[config.mk]
export PLATFORM = sky130hd
export DESIGN_NAME = isr_core
export DESIGN_NICKNAME = d
export VERILOG_FILES = /design/src/logic/isr_pkg.sv /design/src/logic/isr_core.sv
export SDC_FILE = /design/constraint.sdc
export NUM_CORES = 1
export LEC_CHECK = 0
export ABC_AREA = 1
export BUFFER_PORTS_ARGS = -buffer_cell sky130_fd_sc_hd__buf_4
export CORE_MARGIN = 1
export CORE_UTILIZATION = 30
export DETAILED_ROUTE_END_ITERATION = 10
export PLACE_DENSITY = 0.53
export SLEW_MARGIN = 20
export SYNTH_ARGS = -nofsm -noshare
export SYNTH_HDL_FRONTEND = slang
export SYNTH_SLANG_ARGS = --single-unit
[constraint.sdc]
create_clock -name clock_i -period 1.2 [get_ports clock_i]
set_clock_uncertainty 0.1 [all_clocks]
set_input_delay 0.24 -clock clock_i [delete_from_list [all_inputs] [get_ports clock_i]]
set_output_delay 0.24 -clock clock_i [all_outputs]
set_load 0.01 [all_outputs]
[src/logic/isr_pkg.sv]
/*
  Constants, register map, state and carrier types for the instrument bus
  service request and poll block.
  Assumes one 100 MHz clock and a synchronous active-high reset.
*/
package isr_pkg;

  // ----------------------------------------------------------------
  // Register port geometry
  // ----------------------------------------------------------------
  localparam int ADDR_W = 4;
  localparam int DATA_W = 16;

  // Register offsets (byte addresses)
  localparam logic [3:0] OFS_CTRL = 4'h0;
  localparam logic [3:0] OFS_BUSADDR = 4'h4;
  localparam logic [3:0] OFS_PPCFG = 4'h8;
  localparam logic [3:0] OFS_STATUS = 4'hC;

  // CTRL fields
  localparam int CTRL_PON_BIT = 0;
  localparam int CTRL_FLT_LSB = 1;
  localparam int CTRL_PERR_BIT = 5;
  localparam logic [5:0] CTRL_RESET = 6'h3F;

  // Bus address field and range
  localparam int BUSADDR_W = 5;
  localparam logic [4:0] BUSADDR_MAX = 5'h1E;
  localparam logic [4:0] BUSADDR_RESET = 5'h05;
  localparam logic [4:0] PP_DEFAULT_MAX = 5'h07;

  // PPCFG fields
  localparam int PP_LINE_LSB = 0;
  localparam int PP_SENSE_BIT = 3;
  localparam int PP_CFG_BIT = 7;
  localparam logic [7:0] PPCFG_RESET = 8'h00;

  // STATUS fields
  localparam int ST_RQS_BIT = 0;
  localparam int ST_REM_BIT = 1;
  localparam int ST_LOCK_BIT = 2;
  localparam int ST_AERR_BIT = 3;
  localparam int ST_SRQLINE_BIT = 4;
  localparam int ST_BYTE_LSB = 8;

  // Serial poll status byte fields
  localparam int NUM_OUT = 4;
  localparam int SB_FLT_LSB = 0;
  localparam int SB_PERR_BIT = 4;
  localparam int SB_PON_BIT = 5;
  localparam int SB_RQS_BIT = 6;

  // ----------------------------------------------------------------
  // Types
  // ----------------------------------------------------------------
  typedef enum logic [1:0] {
    ISR_LOCAL,
    ISR_REMOTE,
    ISR_REMOTE_LOCK,
    ISR_LOCAL_LOCK
  } isr_rl_t;

  // Bus-side pin levels, raw and after synchronising
  typedef struct packed {
    logic ren;
    logic atn;
    logic eoi;
    logic lstn;
    logic tlkr;
    logic spas;
    logic dcl;
    logic gtl;
    logic llo;
    logic srq_n;
  } isr_pins_t;

endpackage : isr_pkg

[src/logic/isr_core.sv]
/*
  Service request, serial/parallel poll and remote/local control of a
  multi-output supply on an instrument bus.
  Assumes the bus transceiver decodes addressing and bus messages into
  levels arriving asynchronously; fault and command inputs are on clock_i.
*/
// Design decisions made here: the placing of the registers and the plain strobed port.
`timescale 1ns/10ps

module isr_core
(
  input wire logic clock_i,
  input wire logic srst_i,
  // Register port
  input wire logic [isr_pkg::ADDR_W-1:0] reg_addr_i,
  input wire logic [isr_pkg::DATA_W-1:0] reg_wdata_i,
  input wire logic reg_wr_i,
  input wire logic reg_rd_i,
  output logic [isr_pkg::DATA_W-1:0] reg_rdata_o,
  // Bus pins and decoded transceiver levels (asynchronous)
  input wire logic ren_i,
  input wire logic atn_i,
  input wire logic eoi_i,
  input wire logic listen_addr_i,
  input wire logic talk_addr_i,
  input wire logic spoll_active_i,
  input wire logic dev_clear_i,
  input wire logic go_to_local_i,
  input wire logic lockout_i,
  input wire logic srq_n_i,
  output logic srq_n_o,
  output logic srq_n_oe_o,
  output logic [7:0] dio_o,
  output logic [7:0] dio_oe_o,
  // Supply side (same clock)
  input wire logic [isr_pkg::NUM_OUT-1:0] fault_i,
  input wire logic prog_err_i,
  input wire logic clear_supply_command_i,
  input wire logic cmd_busy_i,
  input wire logic return_to_local_key_i,
  // Front panel
  output logic panel_prog_en_o,
  output logic srq_led_o,
  output logic addr_led_o,
  output logic remote_led_o
);

  // ----------------------------------------------------------------
  // Pin synchronisers
  // ----------------------------------------------------------------
  isr_pkg::isr_pins_t pin_raw; // Raw pin bundle
  isr_pkg::isr_pins_t sync1_q; // First stage, read only by second
  isr_pkg::isr_pins_t sync2_q; // Safe levels
  isr_pkg::isr_pins_t prev_q; // Delayed copy for edge detection

  assign pin_raw = '{ren: ren_i, atn: atn_i, eoi: eoi_i,
                     lstn: listen_addr_i, tlkr: talk_addr_i,
                     spas: spoll_active_i, dcl: dev_clear_i,
                     gtl: go_to_local_i, llo: lockout_i,
                     srq_n: srq_n_i};

  // Two flops per pin plus one for edges
  always_ff @(posedge clock_i)
  begin
    if (srst_i)
    begin
      sync1_q <= '0;
      sync2_q <= '0;
      prev_q <= '0;
    end
    else
    begin
      sync1_q <= pin_raw;
      sync2_q <= sync1_q;
      prev_q <= sync2_q;
    end
  end

  logic spoll_end; // Serial poll just finished
  logic dcl_rise; // Device Clear message arrived
  logic gtl_rise; // Go-to-local message arrived
  logic ppoll; // Parallel poll identify on the bus

  assign spoll_end = prev_q.spas & ~sync2_q.spas;
  assign dcl_rise = sync2_q.dcl & ~prev_q.dcl;
  assign gtl_rise = sync2_q.gtl & ~prev_q.gtl;
  assign ppoll = sync2_q.atn & sync2_q.eoi;

  // ----------------------------------------------------------------
  // Register file
  // ----------------------------------------------------------------
  logic [5:0] ctrl_q, ctrl_d; // Enables: power-on, faults, prog error
  logic [4:0] busaddr_q, busaddr_d; // Bus address 0 to 30
  logic [7:0] ppcfg_q, ppcfg_d; // Remote parallel poll setup
  logic aerr_q, aerr_d; // Address range error, sticky
  logic [isr_pkg::DATA_W-1:0] rdata_q, rdata_d; // Read data
  logic [7:0] sbyte; // Serial poll status byte
  logic rqs; // Request pending
  isr_pkg::isr_rl_t rl_q, rl_d; // Remote/local state

  logic wr_ctrl, wr_addr, wr_pp, rd_status;
  assign wr_ctrl = reg_wr_i & (reg_addr_i == isr_pkg::OFS_CTRL);
  assign wr_addr = reg_wr_i & (reg_addr_i == isr_pkg::OFS_BUSADDR);
  assign wr_pp = reg_wr_i & (reg_addr_i == isr_pkg::OFS_PPCFG);
  assign rd_status = reg_rd_i & (reg_addr_i == isr_pkg::OFS_STATUS);

  // Next register values and read mux
  always_comb
  begin
    ctrl_d = ctrl_q;
    busaddr_d = busaddr_q;
    ppcfg_d = ppcfg_q;
    aerr_d = aerr_q;
    rdata_d = '0;
    if (wr_ctrl)
    begin
      ctrl_d = reg_wdata_i[5:0];
    end
    if (wr_pp)
    begin
      ppcfg_d = reg_wdata_i[7:0];
    end
    // Reading status clears the range error
    if (rd_status)
    begin
      aerr_d = 1'b0;
    end
    if (wr_addr)
    begin
      if (reg_wdata_i[15:5] != '0 ||
          reg_wdata_i[4:0] > isr_pkg::BUSADDR_MAX)
      begin
        aerr_d = 1'b1; // Set wins over the read clear
      end
      else
      begin
        busaddr_d = reg_wdata_i[4:0];
      end
    end
    if (reg_rd_i)
    begin
      unique case (reg_addr_i)
        isr_pkg::OFS_CTRL: rdata_d = {10'h000, ctrl_q};
        isr_pkg::OFS_BUSADDR: rdata_d = {11'h000, busaddr_q};
        isr_pkg::OFS_PPCFG: rdata_d = {8'h00, ppcfg_q};
        isr_pkg::OFS_STATUS:
        begin
          rdata_d[isr_pkg::ST_RQS_BIT] = rqs;
          rdata_d[isr_pkg::ST_REM_BIT] = (rl_q == isr_pkg::ISR_REMOTE) |
                                        (rl_q == isr_pkg::ISR_REMOTE_LOCK);
          rdata_d[isr_pkg::ST_LOCK_BIT] =
            (rl_q == isr_pkg::ISR_REMOTE_LOCK) |
            (rl_q == isr_pkg::ISR_LOCAL_LOCK);
          rdata_d[isr_pkg::ST_AERR_BIT] = aerr_q;
          rdata_d[isr_pkg::ST_SRQLINE_BIT] = ~sync2_q.srq_n;
          rdata_d[15:8] = sbyte;
        end
        default: rdata_d = '0; // Unmapped reads as zero
      endcase
    end
  end

  // Register storage
  always_ff @(posedge clock_i)
  begin
    if (srst_i)
    begin
      ctrl_q <= isr_pkg::CTRL_RESET;
      busaddr_q <= isr_pkg::BUSADDR_RESET;
      ppcfg_q <= isr_pkg::PPCFG_RESET;
      aerr_q <= 1'b0;
      rdata_q <= '0;
    end
    else
    begin
      ctrl_q <= ctrl_d;
      busaddr_q <= busaddr_d;
      ppcfg_q <= ppcfg_d;
      aerr_q <= aerr_d;
      rdata_q <= rdata_d;
    end
  end

  assign reg_rdata_o = rdata_q;

  // ----------------------------------------------------------------
  // Service request sources
  // ----------------------------------------------------------------
  logic [isr_pkg::NUM_OUT-1:0] fault_prev_q; // Fault levels last cycle
  logic [isr_pkg::NUM_OUT-1:0] flt_q, flt_d; // Latched fault causes
  logic perr_q, perr_d; // Latched programming error
  logic pon_q, pon_d; // Latched power-on cause
  logic pon_arm_q; // One-shot after reset release
  logic clr_req; // Clear command or Device Clear

  assign clr_req = clear_supply_command_i | dcl_rise;

  // Cause latches; set wins over every clear
  always_comb
  begin
    flt_d = flt_q;
    perr_d = perr_q;
    pon_d = pon_q;
    if (spoll_end || clr_req)
    begin
      flt_d = '0;
      perr_d = 1'b0;
      pon_d = 1'b0;
    end
    flt_d = flt_d | (fault_i & ~fault_prev_q &
                     ctrl_q[isr_pkg::CTRL_FLT_LSB +: isr_pkg::NUM_OUT]);
    if (prog_err_i && ctrl_q[isr_pkg::CTRL_PERR_BIT])
    begin
      perr_d = 1'b1;
    end
    if (pon_arm_q && ctrl_q[isr_pkg::CTRL_PON_BIT])
    begin
      pon_d = 1'b1;
    end
  end

  // Cause storage; power-on armed once per reset
  always_ff @(posedge clock_i)
  begin
    if (srst_i)
    begin
      fault_prev_q <= '0;
      flt_q <= '0;
      perr_q <= 1'b0;
      pon_q <= 1'b0;
      pon_arm_q <= 1'b1;
    end
    else
    begin
      fault_prev_q <= fault_i;
      flt_q <= flt_d;
      perr_q <= perr_d;
      pon_q <= pon_d;
      pon_arm_q <= 1'b0;
    end
  end

  // Only causes drive the flag, no poll term
  assign rqs = (|flt_q) | perr_q | pon_q;

  // Status byte with request in bit 6
  always_comb
  begin
    sbyte = 8'h00;
    sbyte[isr_pkg::SB_FLT_LSB +: isr_pkg::NUM_OUT] = flt_q;
    sbyte[isr_pkg::SB_PERR_BIT] = perr_q;
    sbyte[isr_pkg::SB_PON_BIT] = pon_q;
    sbyte[isr_pkg::SB_RQS_BIT] = rqs;
  end

  assign srq_n_o = 1'b0;
  assign srq_n_oe_o = rqs;
  assign srq_led_o = rqs;
  assign addr_led_o = sync2_q.lstn | sync2_q.tlkr;

  // ----------------------------------------------------------------
  // Data lines: serial and parallel poll
  // ----------------------------------------------------------------
  logic [7:0] dio_d, dio_q; // Data line values
  logic [7:0] oe_d, oe_q; // Data line enables
  logic [2:0] pp_line; // Chosen response line

  // Talker with serial poll, parallel poll
  always_comb
  begin
    dio_d = 8'h00;
    oe_d = 8'h00;
    pp_line = 3'h0;
    // Status byte while polled as talker
    if (sync2_q.spas && sync2_q.tlkr && !sync2_q.atn)
    begin
      dio_d = sbyte;
      oe_d = 8'hFF;
    end
    else if (ppoll)
    begin
      if (ppcfg_q[isr_pkg::PP_CFG_BIT])
      begin
        pp_line = ppcfg_q[isr_pkg::PP_LINE_LSB +: 3];
        if (rqs == ppcfg_q[isr_pkg::PP_SENSE_BIT])
        begin
          dio_d[pp_line] = 1'b1;
          oe_d[pp_line] = 1'b1;
        end
      end
      else if (busaddr_q <= isr_pkg::PP_DEFAULT_MAX && rqs)
      begin
        pp_line = busaddr_q[2:0];
        dio_d[pp_line] = 1'b1;
        oe_d[pp_line] = 1'b1;
      end
    end
  end

  // Data lines registered
  always_ff @(posedge clock_i)
  begin
    if (srst_i)
    begin
      dio_q <= 8'h00;
      oe_q <= 8'h00;
    end
    else
    begin
      dio_q <= dio_d;
      oe_q <= oe_d;
    end
  end

  assign dio_o = dio_q;
  assign dio_oe_o = oe_q;

  // ----------------------------------------------------------------
  // Remote/local state
  // ----------------------------------------------------------------
  // Settings live elsewhere and are never touched here, so a state
  // change cannot alter programmed outputs.
  always_comb
  begin
    rl_d = rl_q;
    if (!sync2_q.ren)
    begin
      rl_d = isr_pkg::ISR_LOCAL; // Dropping REN frees everything
    end
    else
    begin
      unique case (rl_q)
        isr_pkg::ISR_LOCAL:
        begin
          if (sync2_q.lstn)
          begin
            rl_d = sync2_q.llo ? isr_pkg::ISR_REMOTE_LOCK
                               : isr_pkg::ISR_REMOTE;
          end
          // Lockout message from the bus only
          else if (sync2_q.llo)
          begin
            rl_d = isr_pkg::ISR_LOCAL_LOCK;
          end
        end
        isr_pkg::ISR_REMOTE:
        begin
          if (sync2_q.llo)
          begin
            rl_d = isr_pkg::ISR_REMOTE_LOCK;
          end
          else if (gtl_rise)
          begin
            rl_d = isr_pkg::ISR_LOCAL;
          end
          else if (return_to_local_key_i && !cmd_busy_i)
          begin
            rl_d = isr_pkg::ISR_LOCAL;
          end
        end
        isr_pkg::ISR_REMOTE_LOCK:
        begin
          if (gtl_rise)
          begin
            rl_d = isr_pkg::ISR_LOCAL_LOCK;
          end
        end
        isr_pkg::ISR_LOCAL_LOCK:
        begin
          if (sync2_q.lstn)
          begin
            rl_d = isr_pkg::ISR_REMOTE_LOCK;
          end
        end
      endcase
    end
  end

  always_ff @(posedge clock_i)
  begin
    if (srst_i)
    begin
      rl_q <= isr_pkg::ISR_LOCAL;
    end
    else
    begin
      rl_q <= rl_d;
    end
  end

  // Front panel programming allowed only in plain local
  assign panel_prog_en_o = (rl_q == isr_pkg::ISR_LOCAL);
  assign remote_led_o = (rl_q == isr_pkg::ISR_REMOTE) |
                        (rl_q == isr_pkg::ISR_REMOTE_LOCK);

endmodule : isr_core

Word level (Yosys, flattened, before mapping)
Index checks and enable logic that the tools add are counted.
{"block": "word_totals", "ff_bits": 88, "wordCells": 134, "inputBits": 42}
{"block": "classes", "reduce_logical": 24, "eq_ne": 11, "n_mux": 29, "n_bitwise": 26, "n_lt_le_gt_ge": 6}
{"op": "$mux 8", "n": 5}
{"op": "$pmux 5 s4", "n": 1}
{"op": "$mux 2", "n": 8}
{"op": "$reduce_bool 11->1", "n": 1}
{"op": "$mux 1", "n": 9}
{"op": "$and 1x1->1", "n": 8}
{"op": "$and 4x4->4", "n": 2}
{"op": "$eq 4x4->1 const B", "n": 2}
{"op": "$logic_and 1x1->1", "n": 8}
{"op": "$lt 3x4->1 const B", "n": 2}
{"op": "$not 1->1", "n": 8}
{"op": "$pmux 2 s4", "n": 1}
{"op": "$mux 7", "n": 1}
{"op": "$demux 1 s3", "n": 2}
{"op": "$ge 3x1->1 const B", "n": 2}
{"op": "$or 1x1->1", "n": 6}
{"op": "$pmux 3 s2", "n": 1}
{"op": "$reduce_or 2->1", "n": 3}
{"op": "$gt 5x5->1 const B", "n": 1}
{"op": "$le 5x3->1 const B", "n": 1}
{"op": "$eq 2x2->1 const B", "n": 2}
{"op": "$eq 4x3->1 const B", "n": 1}
{"op": "$logic_not 4->1", "n": 1}
{"op": "$mux 4", "n": 1}
{"op": "15 further kinds", "n": 19}

Longest topological paths before layout
Gate-level depths: netlist of run 1.
{"block": "logic_depth", "ltp_word": 8, "depth_mapped": 9, "depth_no_buf": 9}

Worst setup path before layout of run 1
OpenSTA, ideal clock, no wires.
{"block": "synth_path", "kind": "reg-to-reg", "startpoint": "register rl_q[0]", "endpoint": "register rl_q[0]", "required_ps": 1030, "path_slack_ps": -109, "n_path_buf": 0, "stages_incl_launch_ff": 10, "arrival_time_ps": 1139, "path_cell_list": "dfxtp_1 > inv_1 > ha_1 > nand2_1 > nand2_1 > nand2_1 > nand2_1 > inv_1 > nand2_1 > a21oi_1"}
{"block": "synth_via", "elab_chain_len": 3}
{"element": "start, declared", "line_no": "isr_core.sv:99", "source": "isr_pkg::isr_rl_t rl_q, rl_d;"}
{"element": "start signal, assigned", "line_no": "isr_core.sv:383", "source": "rl_q <= isr_pkg::ISR_LOCAL;"}
{"element": "start signal, assigned", "line_no": "isr_core.sv:387", "source": "rl_q <= rl_d;"}
{"element": "$logic_not 2->1 *"}
{"element": "net panel_prog_en_o", "line_no": "isr_core.sv:42", "source": "output logic panel_prog_en_o,"}
{"element": "$ne 3x1->1 (no source line)"}
{"element": "$reduce_and 4->1 (no source line)"}
The timed path passes the listed nets; every way through them passes the cells marked *.
A chain may end at the register's enable or synchronous reset.

Worst setup path in the final report of run 1
{"block": "layout_path", "startpoint": "register perr_q", "endpoint": "output srq_n_oe_o"}
{"block": "layout_via", "elab_chain_len": 2}
{"element": "start, declared", "line_no": "isr_core.sv:191", "source": "logic perr_q, perr_d;"}
{"element": "start signal, assigned", "line_no": "isr_core.sv:237", "source": "perr_q <= perr_d;"}
{"element": "$or 1x1->1 (2 in series)", "line_no": "isr_core.sv:244", "source": "assign rqs = (|flt_q) | perr_q | pon_q;"}
{"element": "end, declared", "line_no": "isr_core.sv:32", "source": "output logic srq_n_oe_o,"}
No other way between the ends.

==> results.toml, run 1 <==
[grt]
grt_pass1_wl_um = 14200
globalRouteOverflowTotal = 0
initial_antenna_violation_count = 0
grt_use_total = 0.157
largest_net_degree_at_the_start_of_global_routing = 31
grt_pass1_vias = 3142

[logic_synthesis]
syn_avg_cell_area_sq_um = 7.78
synth.lib_cells_used.distinct = 33
synth.yosys.seq_area_share = 0.507
syn_area_sq_mm = 0.00343
synthesis.yosys.warnings = 0
syn_inst = 441
ys_ff_latch = 87

[placed_design]
final_gp_congestion = 0.856
placed_area_sq_mm = 0.00454
place.detailed.hpwl_um = 6450
placement.setup.worst_slack_ps = -197
place.port_buffers = 77
placed_cells_incl_taps = 693

[timing]
unrepaired_setup_endpoints_after_global_routing = "yes"
finalCriticalPeriod_ps = 1500
finalWorstSetupSlack_ps = -304
slew_violations = 0
finalCritPeriodShare = 1.25
upper_clock_frequency_limit_mhz = 665
count_of_final_hold_check_violations = 0
timing.final.setup_violations = 26

[cells_and_area]
antennaDiodeCount = 0
drive_gt1_frac = 0.373
design_area_sq_mm = 0.00523
commonest_non_fill_non_tap_cell_in_the_layout = "sky130_fd_sc_hd__buf_4"
area_delta_synth_final_pct = 52.4
final_cells = 725
fin_nets = 626
layout_common_cells = "sky130_fd_sc_hd__buf_4, sky130_fd_sc_hd__dfxtp_1, sky130_fd_sc_hd__nor2_1"

[floorplanning]
die_area_sq_mm = 0.0119
num_rows = 38
floorplan.initialDensity = 0.312
die_width_um = 109
core_sq_mm = 0.0110
floorplan.io_pins = 80
die_height_um = 109

[setup_path]
cp_slowest_cell = "sky130_fd_sc_hd__dfxtp_2"
reg2regPathDepth = 8
start_kind = "flop"
timing.critical_path.cells = "nor2_4 -> nand3_4 -> buf_6 -> buf_6"
critical-path-max-stage-delay_ps = 330
critical-path-top-cell-by-count = "sky130_fd_sc_hd__buf_6"
crit_end_element = "output port"
arrival_ps = 1160
worst-endpoint-required_ps = 860
critical_path.max_fanout = 3
worstSetupPathType = "reg -> out"

[clock_tree]
ctsRootBufferMaster = "sky130_fd_sc_hd__clkbuf_16"
htreeDepth = 3
clk_latency_ps = 340
cts.reportedPaths.clkPinSlew_ps = 60
cts_num_sinks = 87
ctsLongestPathBuffers = 2
total_clock_buffers_created_by_cts = 9
clock_tree_from_tritoncts = "done"

[route]
drt.antenna.violating_nets = 0
dr.first_iter.drc_count = 108
wl_per_cell_um = 12.0
post-route-drc-count = 0
via_count = 3144
routed_via_density = 4.34
drt-total-wl_um = 8690
firstDrtPassIters = 4

[power_and_ir_drop]
power_mw = 6.83
ir_drop_mv = 1.10
pwr_density_cell_mw_per_mm2 = 1310
cellLeakagePower_nw = 2.30

[run_status]
violated_checks = "setup timing"
status = "complete, but fails checks"

[hold_path]
worstHoldPathType = "in -> reg"
whs_path_depth = 3

[run]
drv_cap = 0
==> worst paths after layout <==
kind,startpoint,to,slack [ps]
max reg2reg,flt_q[2]$_SDFF_PP0_,dio_o[4]$_SDFF_PP0_,-250
max,perr_q$_SDFFE_PP0P_,srq_n_oe_o,-300
min,dev_clear_i,sync1_q[3]$_SDFF_PP0_,9
min reg2reg,sync1_q[4]$_SDFF_PP0_,sync2_q[4]$_SDFF_PP0_,300
==> registers in the layout (all words and copies together), names as in the netlist, 2 cells and up <==
| register | count |
|---|---|
| busaddr_q | 5 |
| ctrl_q | 6 |
| dio_o | 8 |
| dio_oe_o | 8 |
| fault_prev_q | 4 |
| flt_q | 4 |
| ppcfg_q | 8 |
| prev_q | 3 |
| reg_rdata_o | 15 |
| rl_q | 2 |
| sync1_q | 10 |
| sync2_q | 10 |
==> layout make-up <==
class	instances	area, sq um
fill	1084	5750
sequential	87	1750
multi-input combinational	268	1510
timing repair buffer	141	1170
inverter	73	280
clock buffer	11	233
tap	140	175
clock inverter	5	106
==> critical path, delay by kind of cell, from the launching register on <==
| kind | cells | cell delay [ps] |
|---|---|---|
| buffers and inverters | 2 | 240 |
| DFF | 1 | 330 |
| and+or+nand+nor | 2 | 250 |
==> Yosys cell counts <==
library cell	instances	area share
sky130_fd_sc_hd__dfxtp_1	87	0.51
sky130_fd_sc_hd__inv_1	66	0.072
sky130_fd_sc_hd__nand2_1	65	0.071
sky130_fd_sc_hd__nor2_1	62	0.068
sky130_fd_sc_hd__a21oi_1	45	0.066
sky130_fd_sc_hd__nand3_1	23	0.034
sky130_fd_sc_hd__o21ai_0	18	0.026
sky130_fd_sc_hd__nor3_1	13	0.019
sky130_fd_sc_hd__o22ai_1	8	0.015
sky130_fd_sc_hd__buf_4	6	0.013
sky130_fd_sc_hd__o21ai_1	6	0.0087
sky130_fd_sc_hd__buf_1	4	0.0044
sky130_fd_sc_hd__ha_1	4	0.015
sky130_fd_sc_hd__inv_2	4	0.0044
sky130_fd_sc_hd__nor2_2	4	0.0073
sky130_fd_sc_hd__nand3_4	3	0.015
sky130_fd_sc_hd__buf_2	2	0.0029
sky130_fd_sc_hd__clkinv_1	2	0.0022
sky130_fd_sc_hd__nand3_2	2	0.0058
sky130_fd_sc_hd__nand4_1	2	0.0036
sky130_fd_sc_hd__nor2_4	2	0.0066
sky130_fd_sc_hd__o211ai_1	2	0.0044
sky130_fd_sc_hd__a211oi_1	1	0.0022
sky130_fd_sc_hd__a31oi_1	1	0.0018
sky130_fd_sc_hd__buf_8	1	0.0044
sky130_fd_sc_hd__clkbuf_1	1	0.0011
sky130_fd_sc_hd__clkinv_2	1	0.0015
sky130_fd_sc_hd__conb_1	1	0.0011
sky130_fd_sc_hd__nand2_4	1	0.0033
sky130_fd_sc_hd__nand4_2	1	0.0036
sky130_fd_sc_hd__nor3_2	1	0.0029
sky130_fd_sc_hd__nor3_4	1	0.0047
sky130_fd_sc_hd__o2bb2ai_1	1	0.0026
==> cell families after synthesis <==
logic type / synth area share
AND/OR/NAND/NOR: 0.245
buffers and inverters: 0.106
flip-flops: 0.507
AO/OA/AOI/OAI: 0.126
other: 0.00109
adder cells (fa/ha/maj): 0.0146
==> report_power, final <==
group	switching, mW	internal, mW	total (mW)
registers	0.0343	2.97	3.00
logic	0.325	0.337	0.662
clock network	1.12	2.04	3.16
total	1.48	5.34	6.83
==> metrics by stage <==
stage               hold WS, ps  utilization  TNS [ps]
finish                     9.35        0.476     -5090
global route               15.4        0.476     -7080
CTS                        1.37        0.467     -5850
detailed placement          294        0.414     -5990
global placement            290        0.414     -5100
floorplan                   168            -      -128
==> repair_timing <==
| action | CTS | global route |
|---|---|---|
| resized for setup | 36 | 25 |
| setup endpoints to repair | 25 | 29 |
| pin swaps | 12 | 13 |
| hold buffers | 8 | 0 |
| setup buffers | 6 | 2 |
| cloned | 0 | 0 |
| hold endpoints to repair | 8 | 0 |
==> routing by layer <==
layer | up-vias | routed length [um] | share of wire | track usage
met4 | 0 | 132 | 0.015 | 0.0598
met2 | 62 | 4430 | 0.51 | 0.287
met1 | 1398 | 3780 | 0.43 | 0.174
met5 | - | 0 | 0 | 0
met3 | 13 | 345 | 0.040 | 0.0365
li1 | 1671 | - | - | -
(Power assumes the default switching activity.)
==> run 2, diff against run 1 <==
--- a/config.mk
+++ b/config.mk
@@ -8,9 +8,9 @@
 export ABC_AREA = 1
 export BUFFER_PORTS_ARGS = -buffer_cell sky130_fd_sc_hd__buf_4
 export CORE_MARGIN = 1
-export CORE_UTILIZATION = 30
+export CORE_UTILIZATION = 48
 export DETAILED_ROUTE_END_ITERATION = 10
-export PLACE_DENSITY = 0.53
+export PLACE_DENSITY = 0.77
 export SLEW_MARGIN = 20
 export SYNTH_ARGS = -nofsm -noshare
 export SYNTH_HDL_FRONTEND = slang
==> run 2 against run 1 <==
The flow still finishes with violations (setup timing). Register-to-register slack hardly changed. Critical path depth unchanged. Die area decreased by 37%. Hold slack better by 35 ps. Critical path type unchanged. Largest cell class unchanged. Largest power group is now sequential cells. Highest routed layer unchanged.
==> results.toml, run 2 (synthesis results as in run 1) <==
[grt]
grt_pass1_wl_um = 14500
grt_pass1_vias = 3249
initial_antenna_violation_count = 0
globalRouteOverflowTotal = 0
largest_net_degree_at_the_start_of_global_routing = 27
grt_use_total = 0.254

[setup_path]
arrival_ps = 1200
crit_end_element = "output port"
timing.critical_path.cells = "nor2_4 -> nand3_4 -> buf_6 -> buf_6"
cp_num_buf_inv = 2
cp_slowest_cell = "sky130_fd_sc_hd__dfxtp_2"
start_kind = "flop"
critical-path-top-cell-by-count = "sky130_fd_sc_hd__buf_6"
critical_path.max_fanout = 4
worstSetupPathType = "reg -> out"
critical-path-max-stage-delay_ps = 340
worst-endpoint-required_ps = 860
critical-path-top-delay-family = "flip-flops"

[cells_and_area]
largest_register_ff_count = 15
design_area_sq_mm = 0.00512
fill_cells = 496
antennaDiodeCount = 0
final_cells = 686
area_delta_synth_final_pct = 49.2
fin_nets = 632
drive_gt1_frac = 0.361
layout_common_cells = "sky130_fd_sc_hd__buf_4, sky130_fd_sc_hd__dfxtp_1, sky130_fd_sc_hd__nor2_1"
commonest_non_fill_non_tap_cell_in_the_layout = "sky130_fd_sc_hd__buf_4"

[floorplanning]
core_sq_mm = 0.00687
floorplan.initialDensity = 0.500
num_rows = 30
die_height_um = 86.6
die_width_um = 86.6
die_area_sq_mm = 0.00749
floorplan.io_pins = 80

[timing]
upper_clock_frequency_limit_mhz = 650
finalWorstSetupSlack_ps = -338
worst_hold_slack_ps = 44.3
timing.final.setup_violations = 25
finalCritPeriodShare = 1.28
count_of_final_hold_check_violations = 0
unrepaired_setup_endpoints_after_global_routing = "yes"
slew_violations = 0
finalCriticalPeriod_ps = 1540

[clock_tree]
htreeDepth = 3
ctsRootBufferMaster = "sky130_fd_sc_hd__clkbuf_8"
clock_tree_from_tritoncts = "done"
total_clock_buffers_created_by_cts = 9
clk_latency_ps = 350
cts.reportedPaths.clkPinSlew_ps = 90
cts_num_sinks = 87
ctsLongestPathBuffers = 2

[run_status]
violated_checks = "setup timing"
status = "complete, but fails checks"

[route]
routed_via_density = 4.85
firstDrtPassIters = 4
post-route-drc-count = 0
drt.antenna.violating_nets = 0
wl_per_cell_um = 12.8
drt-total-wl_um = 8800
dr.first_iter.drc_count = 216
via_count = 3330

[placed_design]
placed_cells_incl_taps = 649
place.port_buffers = 77
final_gp_congestion = 0.913
place.detailed.hpwl_um = 6250
placed_area_sq_mm = 0.00448

[run]
drv_cap = 0

[power_and_ir_drop]
cellLeakagePower_nw = 2.29
pwr_density_cell_mw_per_mm2 = 1200
ir_drop_mv = 0.826
power_mw = 6.12

[hold_path]
worstHoldPathType = "in -> reg"
## run 2: layout make-up
type	count	area [sq um]	area share
Multi-Input combinational cell	268	1500	0.292
Tap cell	96	120	0.0235
Sequential cell	87	1750	0.342
Clock buffer	9	124	0.0242
Clock inverter	6	119	0.0232
Inverter	73	287	0.0560
Timing Repair Buffer	147	1220	0.239
## run 2: worst min-delay path: cells and delay by family
family	cells	cell delay, ps
buffers and inverters	2	120
and+or+nand+nor	1	90
## run 2: path summary, 6_finish.rpt
path                               from                          to  slack, ps  depth (start not counted)
setup reg to reg    flt_q[0]$_SDFF_PP0_      dio_oe_o[3]$_SDFF_PP0_       -240                          8
hold / removal               fault_i[0]  fault_prev_q[0]$_SDFF_PP0_         40                          3
hold reg to reg   sync1_q[7]$_SDFF_PP0_       sync2_q[7]$_SDFF_PP0_        300                          2
setup / recovery    flt_q[0]$_SDFF_PP0_                  srq_n_oe_o       -340                          4
## run 2: timing repair
| action | 4_1_cts | 5_1_grt |
|---|---|---|
| hold buffers | 14 | 0 |
| pin swaps | 10 | 13 |
| setup buffers | 7 | 2 |
| endpoints found under the setup margin | 25 | 29 |
| endpoints found under the hold margin | 14 | 0 |
| resized for setup | 33 | 28 |
## run 2: through the flow
step	utilization	setup slack, ps	setup TNS (ps)
finish	0.745	-338	-5000
global route	0.745	-401	-7050
CTS	0.731	-375	-5440
detailed placement	0.652	-242	-6670
global placement	0.652	-264	-4960
floorplan	-	-42.4	-128
## run 2: where the power goes
| part | internal, mW | switching, mW | total (mW) |
|---|---|---|---|
| clock network | 1.39 | 1.04 | 2.43 |
| logic | 0.355 | 0.337 | 0.692 |
| registers | 2.96 | 0.0363 | 3.00 |
## run 2: per-layer routing
metal,routed length [um],GRT usage,vias up
li1,-,-,1684
met1,3540,0.290,1522
met2,4620,0.455,96
met3,320,0.0410,28
met4,316,0.139,0
met5,0,0,-
